File: src/rtl/oipr_pkg.sv
// oipr_pkg: register map, field positions, reset values and carriers for the
// option / interrupt control / program counter register bank.
// assumes an APB slave with 32-bit data, one register per aligned word.
package oipr_pkg;

   // =====================================================================
   // register map
   // printed offsets are not all multiples of four, so they are indices
   localparam logic [7:0]  IDX_INTCTL_B0 = 8'h0B;
   localparam logic [7:0]  IDX_INTCTL_B1 = 8'h8B;
   localparam logic [7:0]  IDX_OPTION    = 8'h81;
   localparam logic [7:0]  IDX_PC_LOW    = 8'h02;
   localparam logic [7:0]  IDX_PC_LATCH  = 8'h0A;
   localparam logic [7:0]  IDX_EVENT     = 8'hF0;
   localparam int          ADDR_LSB      = 2;
   localparam int          ADDR_W        = 10;

   // =====================================================================
   // option_config fields
   localparam int OPT_PULLUP_DIS = 7;
   localparam int OPT_INT_EDGE   = 6;
   localparam int OPT_CLK_SRC    = 5;
   localparam int OPT_SRC_EDGE   = 4;
   localparam int OPT_PS_ASSIGN  = 3;
   localparam int OPT_PS_MSB     = 2;
   localparam logic [7:0] OPT_RESET = 8'hFF;

   // =====================================================================
   // interrupt_control fields
   localparam int IC_GIE   = 7;
   localparam int IC_EEWRITE_DONE_IRQ_ENABLE  = 6;
   localparam int IC_TOIE  = 5;
   localparam int IC_EXIE  = 4;
   localparam int IC_PCIE  = 3;
   localparam int IC_TOF   = 2;
   localparam int IC_EXF   = 1;
   localparam int IC_PCF   = 0;
   localparam logic [7:0] IC_RESET = 8'h00;

   localparam int          PC_W        = 13;
   localparam logic [12:0] PC_RESET    = 13'h0000;
   localparam logic [4:0]  LATCH_RESET = 5'h00;
   localparam logic [7:0]  PS_RESET    = 8'h00;

   // events arriving from the surrounding core and peripherals
   typedef struct packed {
      logic timer_overflow;
      logic eewrite_done;
      logic timer_ext_clock_pin;
      logic ext_interrupt_pin;
      logic [3:0] port_upper_nibble_pins;
   } oipr_event_in_t;

   // controls driven toward timer, watchdog, port and the core's interrupt request input
   typedef struct packed {
      logic       timer_tick;
      logic       watchdog_tick;
      logic [7:0] portb_pullup_en;
      logic       irq_request;
   } oipr_ctrl_out_t;

endpackage

File: src/rtl/oipr_regs.sv
// oipr_regs: option, interrupt control and program counter register bank.
// assumes inputs synchronous to pclk; instruction_clock is a one-cycle tick;
// the core fetches from pc_out and pulses pc_advance once per instruction.
//
// Operation
// clock source bit set counts external pin edges, clear counts cycles
// source edge bit set counts falling pin edges, clear rising
// prescaler on watchdog leaves the timer at one to one
// rate divides timer by 2^(n+1), watchdog by 2^n
// interrupt edge bit set triggers on rising, clear on falling
// pull-up disable clear enables port B pull-ups except on outputs
// flags set on their condition regardless of any enable
// global enable passes unmasked interrupts, clear blocks all
// write-complete enable gates that interrupt source
// timer overflow enable gates the timer interrupt
// external pin enable gates the pin interrupt
// port change enable gates the upper nibble change interrupt
// timer overflow flag sticks until software clears it
// external pin flag sticks until software writes it clear
// port change flag sets on upper nibble change, software clears
// interrupt control appears at two addresses sharing one storage
// program counter is thirteen bits
// low byte of program counter is readable and writable
// upper counter bits only load from the high latch register
`timescale 1ns/1ps
`default_nettype none
module oipr_regs
   import oipr_pkg::*;
#(
   parameter int PS_W = 8
) (
   input  wire logic                     pclk,
   input  wire logic                     presetn,
   input  wire logic                     psel,
   input  wire logic                     penable,
   input  wire logic                     pwrite,
   input  wire logic [oipr_pkg::ADDR_W-1:0] paddr,
   input  wire logic [31:0]              pwdata,
   input  wire logic [3:0]               pstrb,
   output logic      [31:0]              prdata,
   output logic                          pready,
   output logic                          pslverr,
   input  wire logic                     instruction_clock,
   input  wire logic                     pc_advance,
   input  wire logic [7:0]               portb_dir_input,
   input  wire oipr_pkg::oipr_event_in_t ev,
   output oipr_pkg::oipr_ctrl_out_t      ctrl,
   output logic      [oipr_pkg::PC_W-1:0] pc_out
);
   import oipr_pkg::*;

   // the widest tap is eight stages, so a shorter counter cannot serve it
   generate
      if (PS_W < 8) begin : g_bad_ps_w
         $error("prescaler must be at least 8 bits");
      end
   endgenerate

   // =====================================================================
   // apb decode
   logic [7:0]  opt_q, ic_q, ic_d;
   logic [4:0]  latch_q;
   logic [12:0] pc_q, pc_d;
   logic [PS_W-1:0] ps_q, ps_d;
   logic [7:0]  rdat_q;
   logic        ext_q, tck_q;
   logic [3:0]  nib_q;

   wire [7:0] idx      = paddr[ADDR_W-1:ADDR_LSB];
   wire       acc      = psel & penable;
   wire       sel_ic   = (idx == IDX_INTCTL_B0) | (idx == IDX_INTCTL_B1);
   wire       sel_opt  = idx == IDX_OPTION;
   wire       sel_pcl  = idx == IDX_PC_LOW;
   wire       sel_lat  = idx == IDX_PC_LATCH;
   wire       mapped   = sel_ic | sel_opt | sel_pcl | sel_lat;
   wire       wr_ok    = acc & pwrite & pstrb[0];
   wire       wr_ic    = wr_ok & sel_ic;
   wire       wr_opt   = wr_ok & sel_opt;
   wire       wr_pcl   = wr_ok & sel_pcl;
   wire       wr_lat   = wr_ok & sel_lat;
   wire [7:0] wbyte    = pwdata[7:0];

   assign pready  = 1'b1;
   assign pslverr = acc & ~mapped;

   // reads show live flags; pc low byte is the running counter
   wire [7:0] rmux = sel_ic  ? ic_q :
                     sel_opt ? opt_q :
                     sel_pcl ? pc_q[7:0] :
                     sel_lat ? {3'b000, latch_q} : 8'h00;

   // =====================================================================
   // option fields
   wire       ext_src   = opt_q[OPT_CLK_SRC];
   wire       fall_edge = opt_q[OPT_SRC_EDGE];
   wire       ps_wdt    = opt_q[OPT_PS_ASSIGN];
   wire [2:0] ps_rate   = opt_q[OPT_PS_MSB -: 3];

   // timer source: pin edge or instruction cycle
   wire t_rise   = ev.timer_ext_clock_pin & ~tck_q;
   wire t_fall   = ~ev.timer_ext_clock_pin & tck_q;
   wire pin_edge = fall_edge ? t_fall : t_rise;
   wire src_tick = ext_src ? pin_edge : instruction_clock;

   // prescaler input is the timer source, or the watchdog's own tick
   wire ps_in    = ps_wdt ? instruction_clock : src_tick;
   // tap n+1 for timer, tap n for watchdog; tap 0 means no division
   wire [3:0] tap = ps_wdt ? {1'b0, ps_rate} : {1'b0, ps_rate} + 4'h1;
   assign ps_d = ps_in ? ps_q + 1'b1 : ps_q;
   // output fires when all bits below the tap wrap to zero on an input tick
   wire [PS_W:0] low_mask = ({{PS_W{1'b0}}, 1'b1} << tap) - 1'b1;
   wire ps_out = ps_in & (tap == 4'h0 ? 1'b1 : ((ps_d & low_mask[PS_W-1:0]) == '0));

   assign ctrl.timer_tick    = ps_wdt ? src_tick : ps_out;
   assign ctrl.watchdog_tick = ps_wdt ? ps_out : instruction_clock;

   // pull-ups on when bit clear and pin is an input
   generate
      for (genvar i = 0; i < 8; i++) begin : g_pu
         assign ctrl.portb_pullup_en[i] = ~opt_q[OPT_PULLUP_DIS] & portb_dir_input[i];
      end
   endgenerate

   // =====================================================================
   // interrupt flags and request
   wire ext_ev = opt_q[OPT_INT_EDGE] ? (ev.ext_interrupt_pin & ~ext_q)
                                     : (~ev.ext_interrupt_pin & ext_q);
   wire nib_ev = |(ev.port_upper_nibble_pins ^ nib_q);

   // set wins over a software clear in the same cycle
   always_comb begin
      ic_d = wr_ic ? wbyte : ic_q;
      ic_d[IC_TOF] = ic_d[IC_TOF] | ev.timer_overflow;           // see R7
      ic_d[IC_EXF] = ic_d[IC_EXF] | ext_ev;
      ic_d[IC_PCF] = ic_d[IC_PCF] | nib_ev;
   end

   // write-complete status lives outside; its enable gates the live event
   assign ctrl.irq_request = ic_q[IC_GIE] & (
        (ic_q[IC_EEWRITE_DONE_IRQ_ENABLE] & ev.eewrite_done)
      | (ic_q[IC_TOIE] & ic_q[IC_TOF])
      | (ic_q[IC_EXIE] & ic_q[IC_EXF])
      | (ic_q[IC_PCIE] & ic_q[IC_PCF]));

   // =====================================================================
   // program counter
   // a pcl write loads the whole counter: high bits come only from the latch
   always_comb begin
      pc_d = pc_q;
      if (wr_pcl) begin
         pc_d = {latch_q, wbyte};
      end else if (pc_advance) begin
         pc_d = pc_q + 13'h0001;
      end
   end
   assign pc_out = pc_q;
   assign prdata = {24'h000000, rdat_q};

   // =====================================================================
   // registers
   always_ff @(posedge pclk or negedge presetn) begin
      if (!presetn) begin
         opt_q   <= OPT_RESET;
         ic_q    <= IC_RESET;
         latch_q <= LATCH_RESET;
         pc_q    <= PC_RESET;
         ps_q    <= '0;
         rdat_q  <= 8'h00;
         ext_q   <= 1'b0;
         tck_q   <= 1'b0;
         nib_q   <= 4'h0;
      end else begin
         if (wr_opt) opt_q <= wbyte;
         if (wr_lat) latch_q <= wbyte[4:0];
         ic_q   <= ic_d;
         pc_q   <= pc_d;
         ps_q   <= ps_d;
         rdat_q <= (psel & ~penable & ~pwrite) ? rmux : rdat_q;
         ext_q  <= ev.ext_interrupt_pin;
         tck_q  <= ev.timer_ext_clock_pin;
         nib_q  <= ev.port_upper_nibble_pins;
      end
   end

endmodule
`default_nettype wire

File: config.mk
export PLATFORM = sky130hd
export DESIGN_NAME = oipr_regs
export DESIGN_NICKNAME = d
export VERILOG_FILES = /design/src/rtl/oipr_pkg.sv /design/src/rtl/oipr_regs.sv
export SDC_FILE = /design/constraint.sdc
export NUM_CORES = 1
export LEC_CHECK = 0
export ABC_AREA = 1
export ABC_CLOCK_PERIOD_IN_PS = 3100
export BUFFER_PORTS_ARGS = -buffer_cell sky130_fd_sc_hd__buf_4
export CORE_UTILIZATION = 45
export DETAILED_ROUTE_END_ITERATION = 8
export PLACE_DENSITY = 0.74
export SETUP_SLACK_MARGIN = 0.2
export SYNTH_ARGS = -nofsm -noshare
export SYNTH_HDL_FRONTEND = slang
export SYNTH_SLANG_ARGS = --single-unit
File: constraint.sdc
create_clock -name pclk -period 3.1 [get_ports pclk]
set_clock_uncertainty 0.15 [all_clocks]
set_input_delay 0.155 -clock pclk [delete_from_list [all_inputs] [get_ports pclk]]
set_output_delay 0.155 -clock pclk [all_outputs]
set_load 0.01 [all_outputs]
==> results.toml, run 1 <==
[power_and_ir_drop]
ir_worst_vdd_mv = 0.297
total_power_w = 0.00186
power.density_mw_per_mm2 = 424
p_leak_nw = 2.27

[detailed_routing]
first_pass_iters = 5
drtIter0Drc = 188
num_vias = 3233
drc = 0
wl_um = 8820
drt-vias-per-instance = 4.95
wl_per_cell_um = 13.5
antenna_left = 0

[timing]
fin_crit_ns = 2.89
finalHoldViolations = 0
grt_setup_unrepaired = "yes"
tightest_slew_ns = 0.710
drv_slew = 0
min_period_over_period_pct = 93.3
slew_headroom_pct = 52.7
fmax_ghz = 0.346
finalSetupViolCount = 0

[layout]
utilization_pct = 59.6
synthToLayoutAreaGrowth_pct = 25.8
antenna_cells = 0
fillers = 682
nets = 626
drive_above_1_share_pct = 23.6

[clock_network]
path_clk_slew_ns = 0.10
cts_buffers = 5
clk_latency_ns = 0.31
cts_buffer_depth = 2
clock-sinks = 56
htreeDepth = 2
tritoncts = "built"
cts_root_buffer = "clkbuf_8"

[critical_path]
cp.arrival_ns = 2.59
critPathBufInv = 5
critPathRequiredTime_ns = 2.79
cpMaxStageDelayCell = "dfstp_2"
crit_chain = "ha_4 -> nand2_4 -> o21ai_4 -> inv_2 -> nand2_1 -> inv_1 -> nand2_2 -> ha_4 -> inv_2 -> nor2_2 -> nand2_1 -> nand2_1 -> nand2_1 -> nand2_1 -> nor2_1 -> nand2_1 -> nand3_1 -> nand2_1 -> inv_1 -> buf_6"
startpoint_type = "flop"
crit_top_cell = "nand2_1"
critical_path.top_delay_family = "simple AND/OR/NAND/NOR gates"
cp-end-kind = "primary output"
worstSetupPathType = "reg2out"
max_stage_delay_ns = 0.59
worstPathMaxFanout = 5

[yosys]
ys_seq_area_share_pct = 40.4
yosys_register_bits = 56
synth_mux_area_share_pct = 2.19
synth-compound-area-share_pct = 10.5
synthAdderAreaFrac_pct = 1.43
synth_xor_area_share_pct = 4.77
syn-cell-area_mm2 = 0.00349
synth_cell_types = 41
synth-simple-area-share_pct = 25.5
synth_top_family_by_area = "simple AND/OR/NAND/NOR gates"
syn_avg_cell_area_um2 = 7.64
ys.warnings.count = 0
netlist_instances = 457

[status]
status = "completed"

[global_route]
antenna_found_initial = 0
grt_usage_pct = 21.7
grt_pass1_wl_um = 14200
grt-ovfl-total = 0
grt_max_degree = 57
grt_pass1_vias = 3135

[floorplanning]
fp.dieH_um = 90.1
core-area_mm2 = 0.00737
rows = 31
start_util_pct = 47.4
fp.dieW_um = 90.1
die_area_mm2 = 0.00812
design.portCount = 127

[placement]
routabilityCongestion = 0.867
io_buffers = 72
dpl.hpwl_um = 6610

[flow_run]
drv_cap = 0

[worst_hold_path]
hold_path.class = "in2reg"
-- repair_timing --
item,CTS,global route
hold buffers,15,0
pin swaps,0,12
setup endpoints to repair,2,2
endpoints found under the hold margin,66,0
setup buffers,1,6
resized for setup,1,14
-- cell usage after synthesis --
cell         n  area (um^2)
and3_1       2         12.5
o221ai_1     8         70.1
or2_1        1         6.26
o211ai_1     2         15.0
inv_2        3         11.3
xor2_1      16          140
and2_1       1         6.26
o21ai_0     27          135
inv_1       80          300
nor4_1       6         37.5
a21oi_1      7         35.0
o21ai_2      1         8.76
a221oi_1     3         26.3
buf_1        1         3.75
nand2_1    101          379
o2111ai_1    1         8.76
nand2_2     11         68.8
conb_1       2         7.51
nand3_2      1         10.0
nor2_2       3         18.8
buf_4       25          188
nor3b_1      1         7.51
and2_2       1         7.51
mux2_2       5         56.3
nand4_1      8         50.1
nor2_1      31          116
dfrtp_1     48         1200
ha_1         4         50.1
buf_6        1         11.3
mux2i_1      2         20.0
o21ai_1      3         15.0
dfstp_2      8          210
nor3_1       5         25.0
a41oi_1      1         8.76
nand3_1     22          110
o21a_1       1         7.51
o22ai_1      6         37.5
xnor2_1      3         26.3
clkbuf_1     2         7.51
nand2_8      1         20.0
nand3b_1     2         15.0
-- power by group --
group	switching (W)	leakage, nW	total [W]	internal (W)
logic	0.000295	1.54	0.000544	0.000249
registers	0.0000984	0.688	0.000915	0.000817
clock network	0.000245	0.0412	0.000404	0.000159
total	0.000639	2.27	0.00186	0.00122
-- per-stage QoR --
stage | setup WS [ns] | setup TNS, ns | instances | hold WS (ns) | area (um^2)
floorplan | 0.807 | 0 | 480 | -0.291 | 3580
global placement | 0.563 | 0 | 623 | 0.105 | 4040
detailed placement | 0.515 | 0 | 623 | 0.108 | 4040
CTS | 0.222 | 0 | 647 | 0.0586 | 4290
global route | -0.0108 | -0.0108 | 653 | 0.0963 | 4390
finish | 0.207 | 0 | 653 | 0.0526 | 4390
-- layer usage --
layer / up-vias / GRT usage (%) / wire length [um]
met4: 0 / 5.51 / 116
met1: 1511 / 28.6 / 3960
met3: 11 / 2.96 / 430
met5: - / 0 / 0
met2: 105 / 37.5 / 4320
li1: 1606 / - / -
-- logic make-up (layout without fill, tap and decap cells) --
group           Yosys count  after routing
mux                       7              7
buf+inv                 112            186
fa+ha+maj                 4              4
xor+xnor                 19             19
compound gates           60             60
simple gates            197            197
other cells               2             25
flops                    56             56
-- worst paths after layout --
path | from | endpoint | slack, ns | depth (start not counted)
max in group asynchronous | presetn | ps_q[4] | 2.05 | 2
min in group asynchronous | presetn | pc_out[6] | 0.27 | 2
max | opt_q[0] | ctrl[10] | 0.21 | 20
min | pwdata[4] | ic_q[4] | 0.05 | 3
min reg2reg | opt_q[5] | opt_q[5] | 0.35 | 2
max reg2reg | pc_out[0] | pc_out[12] | 1.01 | 9
-- state kept, by name (all words and copies together), names as in the netlist --
signal   count
opt_q        8
ps_q         8
ic_q         8
tck_q        1
latch_q      5
ext_q        1
rdat_q       8
nib_q        4
pc_out      13
-- cell type report --
type / instances / area, um^2 / area share [%]
Timing Repair Buffer: 95 / 758 / 17.3
Clock buffer: 6 / 72.6 / 1.65
Tap cell: 99 / 124 / 2.82
Sequential cell: 56 / 1410 / 32.1
Clock inverter: 2 / 12.5 / 0.285
Multi-Input combinational cell: 312 / 1700 / 38.8
Inverter: 83 / 312 / 7.09
-- cells in the final DEF, fill, tap and decap left out, types with 3 or more instances in the layout --
cell           netlist  layout
nand2_1            101      99
inv_1               80      78
buf_4               25      78
dfrtp_1             48      48
nor2_1              31      30
o21ai_0             27      27
conb_1               2      25
nand3_1             22      20
xor2_1              16      16
dlygate4sd3_1        0      15
nand2_2             11      12
nand4_1              8       8
o221ai_1             8       8
dfstp_2              8       8
a21oi_1              7       7
nor4_1               6       6
o22ai_1              6       6
inv_2                3       5
nor3_1               5       5
mux2_2               5       5
clkbuf_8             0       5
nor2_2               3       4
nand3_2              1       3
a221oi_1             3       3
xnor2_1              3       3
-- worst register-to-register path, cell delays in order (launching register included) --
cell,delay [ns]
dfrtp_1,0.43
ha_1,0.22
inv_1,0.06
nor2_1,0.16
nand3_1,0.11
nor2_1,0.23
nand2_1,0.13
nor3_1,0.21
xnor2_1,0.15
o221ai_1,0.11
Power figures use the tool's default switching activity.
==> run 2, diff against run 1 <==
--- a/config.mk
+++ b/config.mk
@@ -10,6 +10,7 @@
 export BUFFER_PORTS_ARGS = -buffer_cell sky130_fd_sc_hd__buf_4
 export CORE_UTILIZATION = 45
 export DETAILED_ROUTE_END_ITERATION = 8
+export HOLD_SLACK_MARGIN = 0.1
 export PLACE_DENSITY = 0.74
 export SETUP_SLACK_MARGIN = 0.2
 export SYNTH_ARGS = -nofsm -noshare
==> run 2 against run 1 <==
Compared with the run above:
- via count rose by 1.5%
- sequential cell count did not move
- register-to-register slack barely moved
- core utilization rose by 0.27 points
- critical path depth did not move
- setup slack got worse by 0.0012 ns
- sequential share of layout area fell by 0.15 points
- hold slack improved by 0.099 ns
- critical endpoint unchanged
- highest routed layer unchanged
==> results.toml, run 2 (synthesis results as in run 1) <==
[status]
status = "completed"

[timing]
fin_crit_ns = 2.89
grt_setup_unrepaired = "yes"
finalSetupViolCount = 0
tightest_slew_ns = 0.715
hold_ws_ns = 0.152
fin_setup_tns_ns = 0
fmax_ghz = 0.346
setup_slack_ns = 0.206
slew_headroom_pct = 52.3
drv_slew = 0
min_period_over_period_pct = 93.4
finalHoldViolations = 0

[global_route]
grt_pass1_vias = 3150
grt-ovfl-total = 0
grt_pass1_wl_um = 14300
grt_max_degree = 57
grt_usage_pct = 21.8
antenna_found_initial = 0

[power_and_ir_drop]
p_leak_nw = 2.27
swShare_pct = 34.1
ir_worst_vdd_mv = 0.296
power.density_mw_per_mm2 = 421
pwr-share-clk_pct = 21.4
seqPwrFrac_pct = 49.2
intPower_w = 0.00123
comb_power_share_pct = 29.4
netSwitchingPower_w = 0.000634

[layout]
largest_reg_flops = 13
final_common_cell = "nand2_1"
drive_above_1_share_pct = 23.6
postLayoutCellArea_mm2 = 0.00441
antenna_cells = 0
final_cell_mix = "nand2_1, inv_1, buf_4"
fin_cells = 655
nets = 628
synthToLayoutAreaGrowth_pct = 26.4
fillers = 680

[floorplanning]
rows = 31
core-area_mm2 = 0.00737
fp.dieH_um = 90.1
design.portCount = 127
start_util_pct = 47.4
fp.dieW_um = 90.1
die_area_mm2 = 0.00812

[critical_path]
crit_top_cell = "nand2_1"
critPathRequiredTime_ns = 2.79
critical_path.top_delay_family = "simple AND/OR/NAND/NOR gates"
rr_endpoint = "pc_out[12]"
cp-end-kind = "primary output"
ff2ff_setup_slack_ns = 1.01
cp.depth = 20
cp.arrival_ns = 2.59
crit_chain = "ha_4 -> nand2_4 -> o21ai_4 -> inv_2 -> nand2_1 -> inv_1 -> nand2_2 -> ha_4 -> inv_2 -> nor2_2 -> nand2_1 -> nand2_1 -> nand2_1 -> nand2_1 -> nor2_1 -> nand2_1 -> nand3_1 -> nand2_1 -> inv_1 -> buf_6"
max_stage_delay_ns = 0.59
worstPathMaxFanout = 5
startpoint = "opt_q[0]"
cpMaxStageDelayCell = "dfstp_2"
critPathBufInv = 5
worstSetupPathType = "reg2out"
startpoint_type = "flop"
endpoint = "ctrl[10]"
reg2reg_from = "pc_out[0]"
r2r_cells = 9

[clock_network]
clock-sinks = 56
cts_root_buffer = "clkbuf_8"
cts_buffer_depth = 2
cts_buffers = 5
clk_latency_ns = 0.30
tritoncts = "built"
path_clk_slew_ns = 0.10
htreeDepth = 2

[placement]
pre_cts_slack_ns = 0.515
routabilityCongestion = 0.867
dpl.hpwl_um = 6610
placed_cell_area_mm2 = 0.00404
place_inst = 623
io_buffers = 72

[detailed_routing]
drt-vias-per-instance = 5.01
drc = 0
wl_um = 8840
antenna_left = 0
wl_per_cell_um = 13.5
num_vias = 3282
drtIter0Drc = 262
first_pass_iters = 4

[worst_hold_path]
hold_path.class = "in2reg"

[flow_run]
drv_cap = 0
[run 2: cell count changes in the layout (fill, tap and decap cells not counted)]
| cell | previous run | this run |
|---|---|---|
| dlygate4sd3_1 | 15 | 17 |
[run 2: how the worst min path moves through the flow]
| stage | from | end | slack (ns) | depth (start not counted) |
|---|---|---|---|---|
| floorplan | presetn | ext_q | -0.29 | 0 |
| global placement | presetn | pc_out[6] | 0.10 | 1 |
| detailed placement | presetn | pc_out[6] | 0.11 | 1 |
| CTS | pwrite | rdat_q[3] | 0.14 | 4 |
| global route | pwrite | rdat_q[3] | 0.16 | 4 |
| finish | pwrite | rdat_q[3] | 0.15 | 4 |
[run 2: repair_timing]
action | 4_1_cts | 5_1_grt
resized for setup | 1 | 14
hold buffers | 17 | 0
setup endpoints to repair | 2 | 2
buffers inserted | 1 | 6
hold endpoints to repair | 81 | 0
pin swaps | 0 | 12
[run 2: worst min-delay path, delay by kind of cell]
kind | cells | cell delay, ns
multiplexers | 1 | 0.12
buffers and inverters | 2 | 0.25
AND/OR/NAND/NOR | 1 | 0.04
[run 2: final cells by class]
| type | instances | area [um^2] | area share, % |
|---|---|---|---|
| inverters | 83 | 312 | 7.06 |
| well taps | 99 | 124 | 2.81 |
| repair buffers | 97 | 778 | 17.6 |
| flip-flops and latches | 56 | 1410 | 32.0 |
| multi-input cells | 312 | 1700 | 38.6 |
| clock inverters | 2 | 12.5 | 0.283 |
| clock buffers | 6 | 72.6 | 1.64 |
[run 2: per-stage QoR]
stage	util (%)	total power, W
5_1_grt	59.9	0.00196
6_report	59.9	0.00186
2_1_floorplan	-	0.00124
4_1_cts	58.4	0.00186
3_3_place_gp	54.8	0.00143
3_5_place_dp	54.8	0.00145
[run 2: power by group through the flow]
stage / Clock, W / Sequential, W / Combinational [W]
after global routing: 0.000431 / 0.000925 / 0.000604
final: 0.000398 / 0.000915 / 0.000547
after CTS: 0.000408 / 0.000913 / 0.000542
after global placement: 0 / 0.000921 / 0.000510
after floorplan: 0 / 0.000930 / 0.000308
after detailed placement: 0 / 0.000926 / 0.000523
[run 2: routing by layer]
metal	global-route usage [%]	up-vias	routed length, um
met2	37.7	115	4280
met5	0	-	0
met1	28.8	1540	4040
li1	-	1612	-
met3	3.05	15	360
met4	5.51	0	158
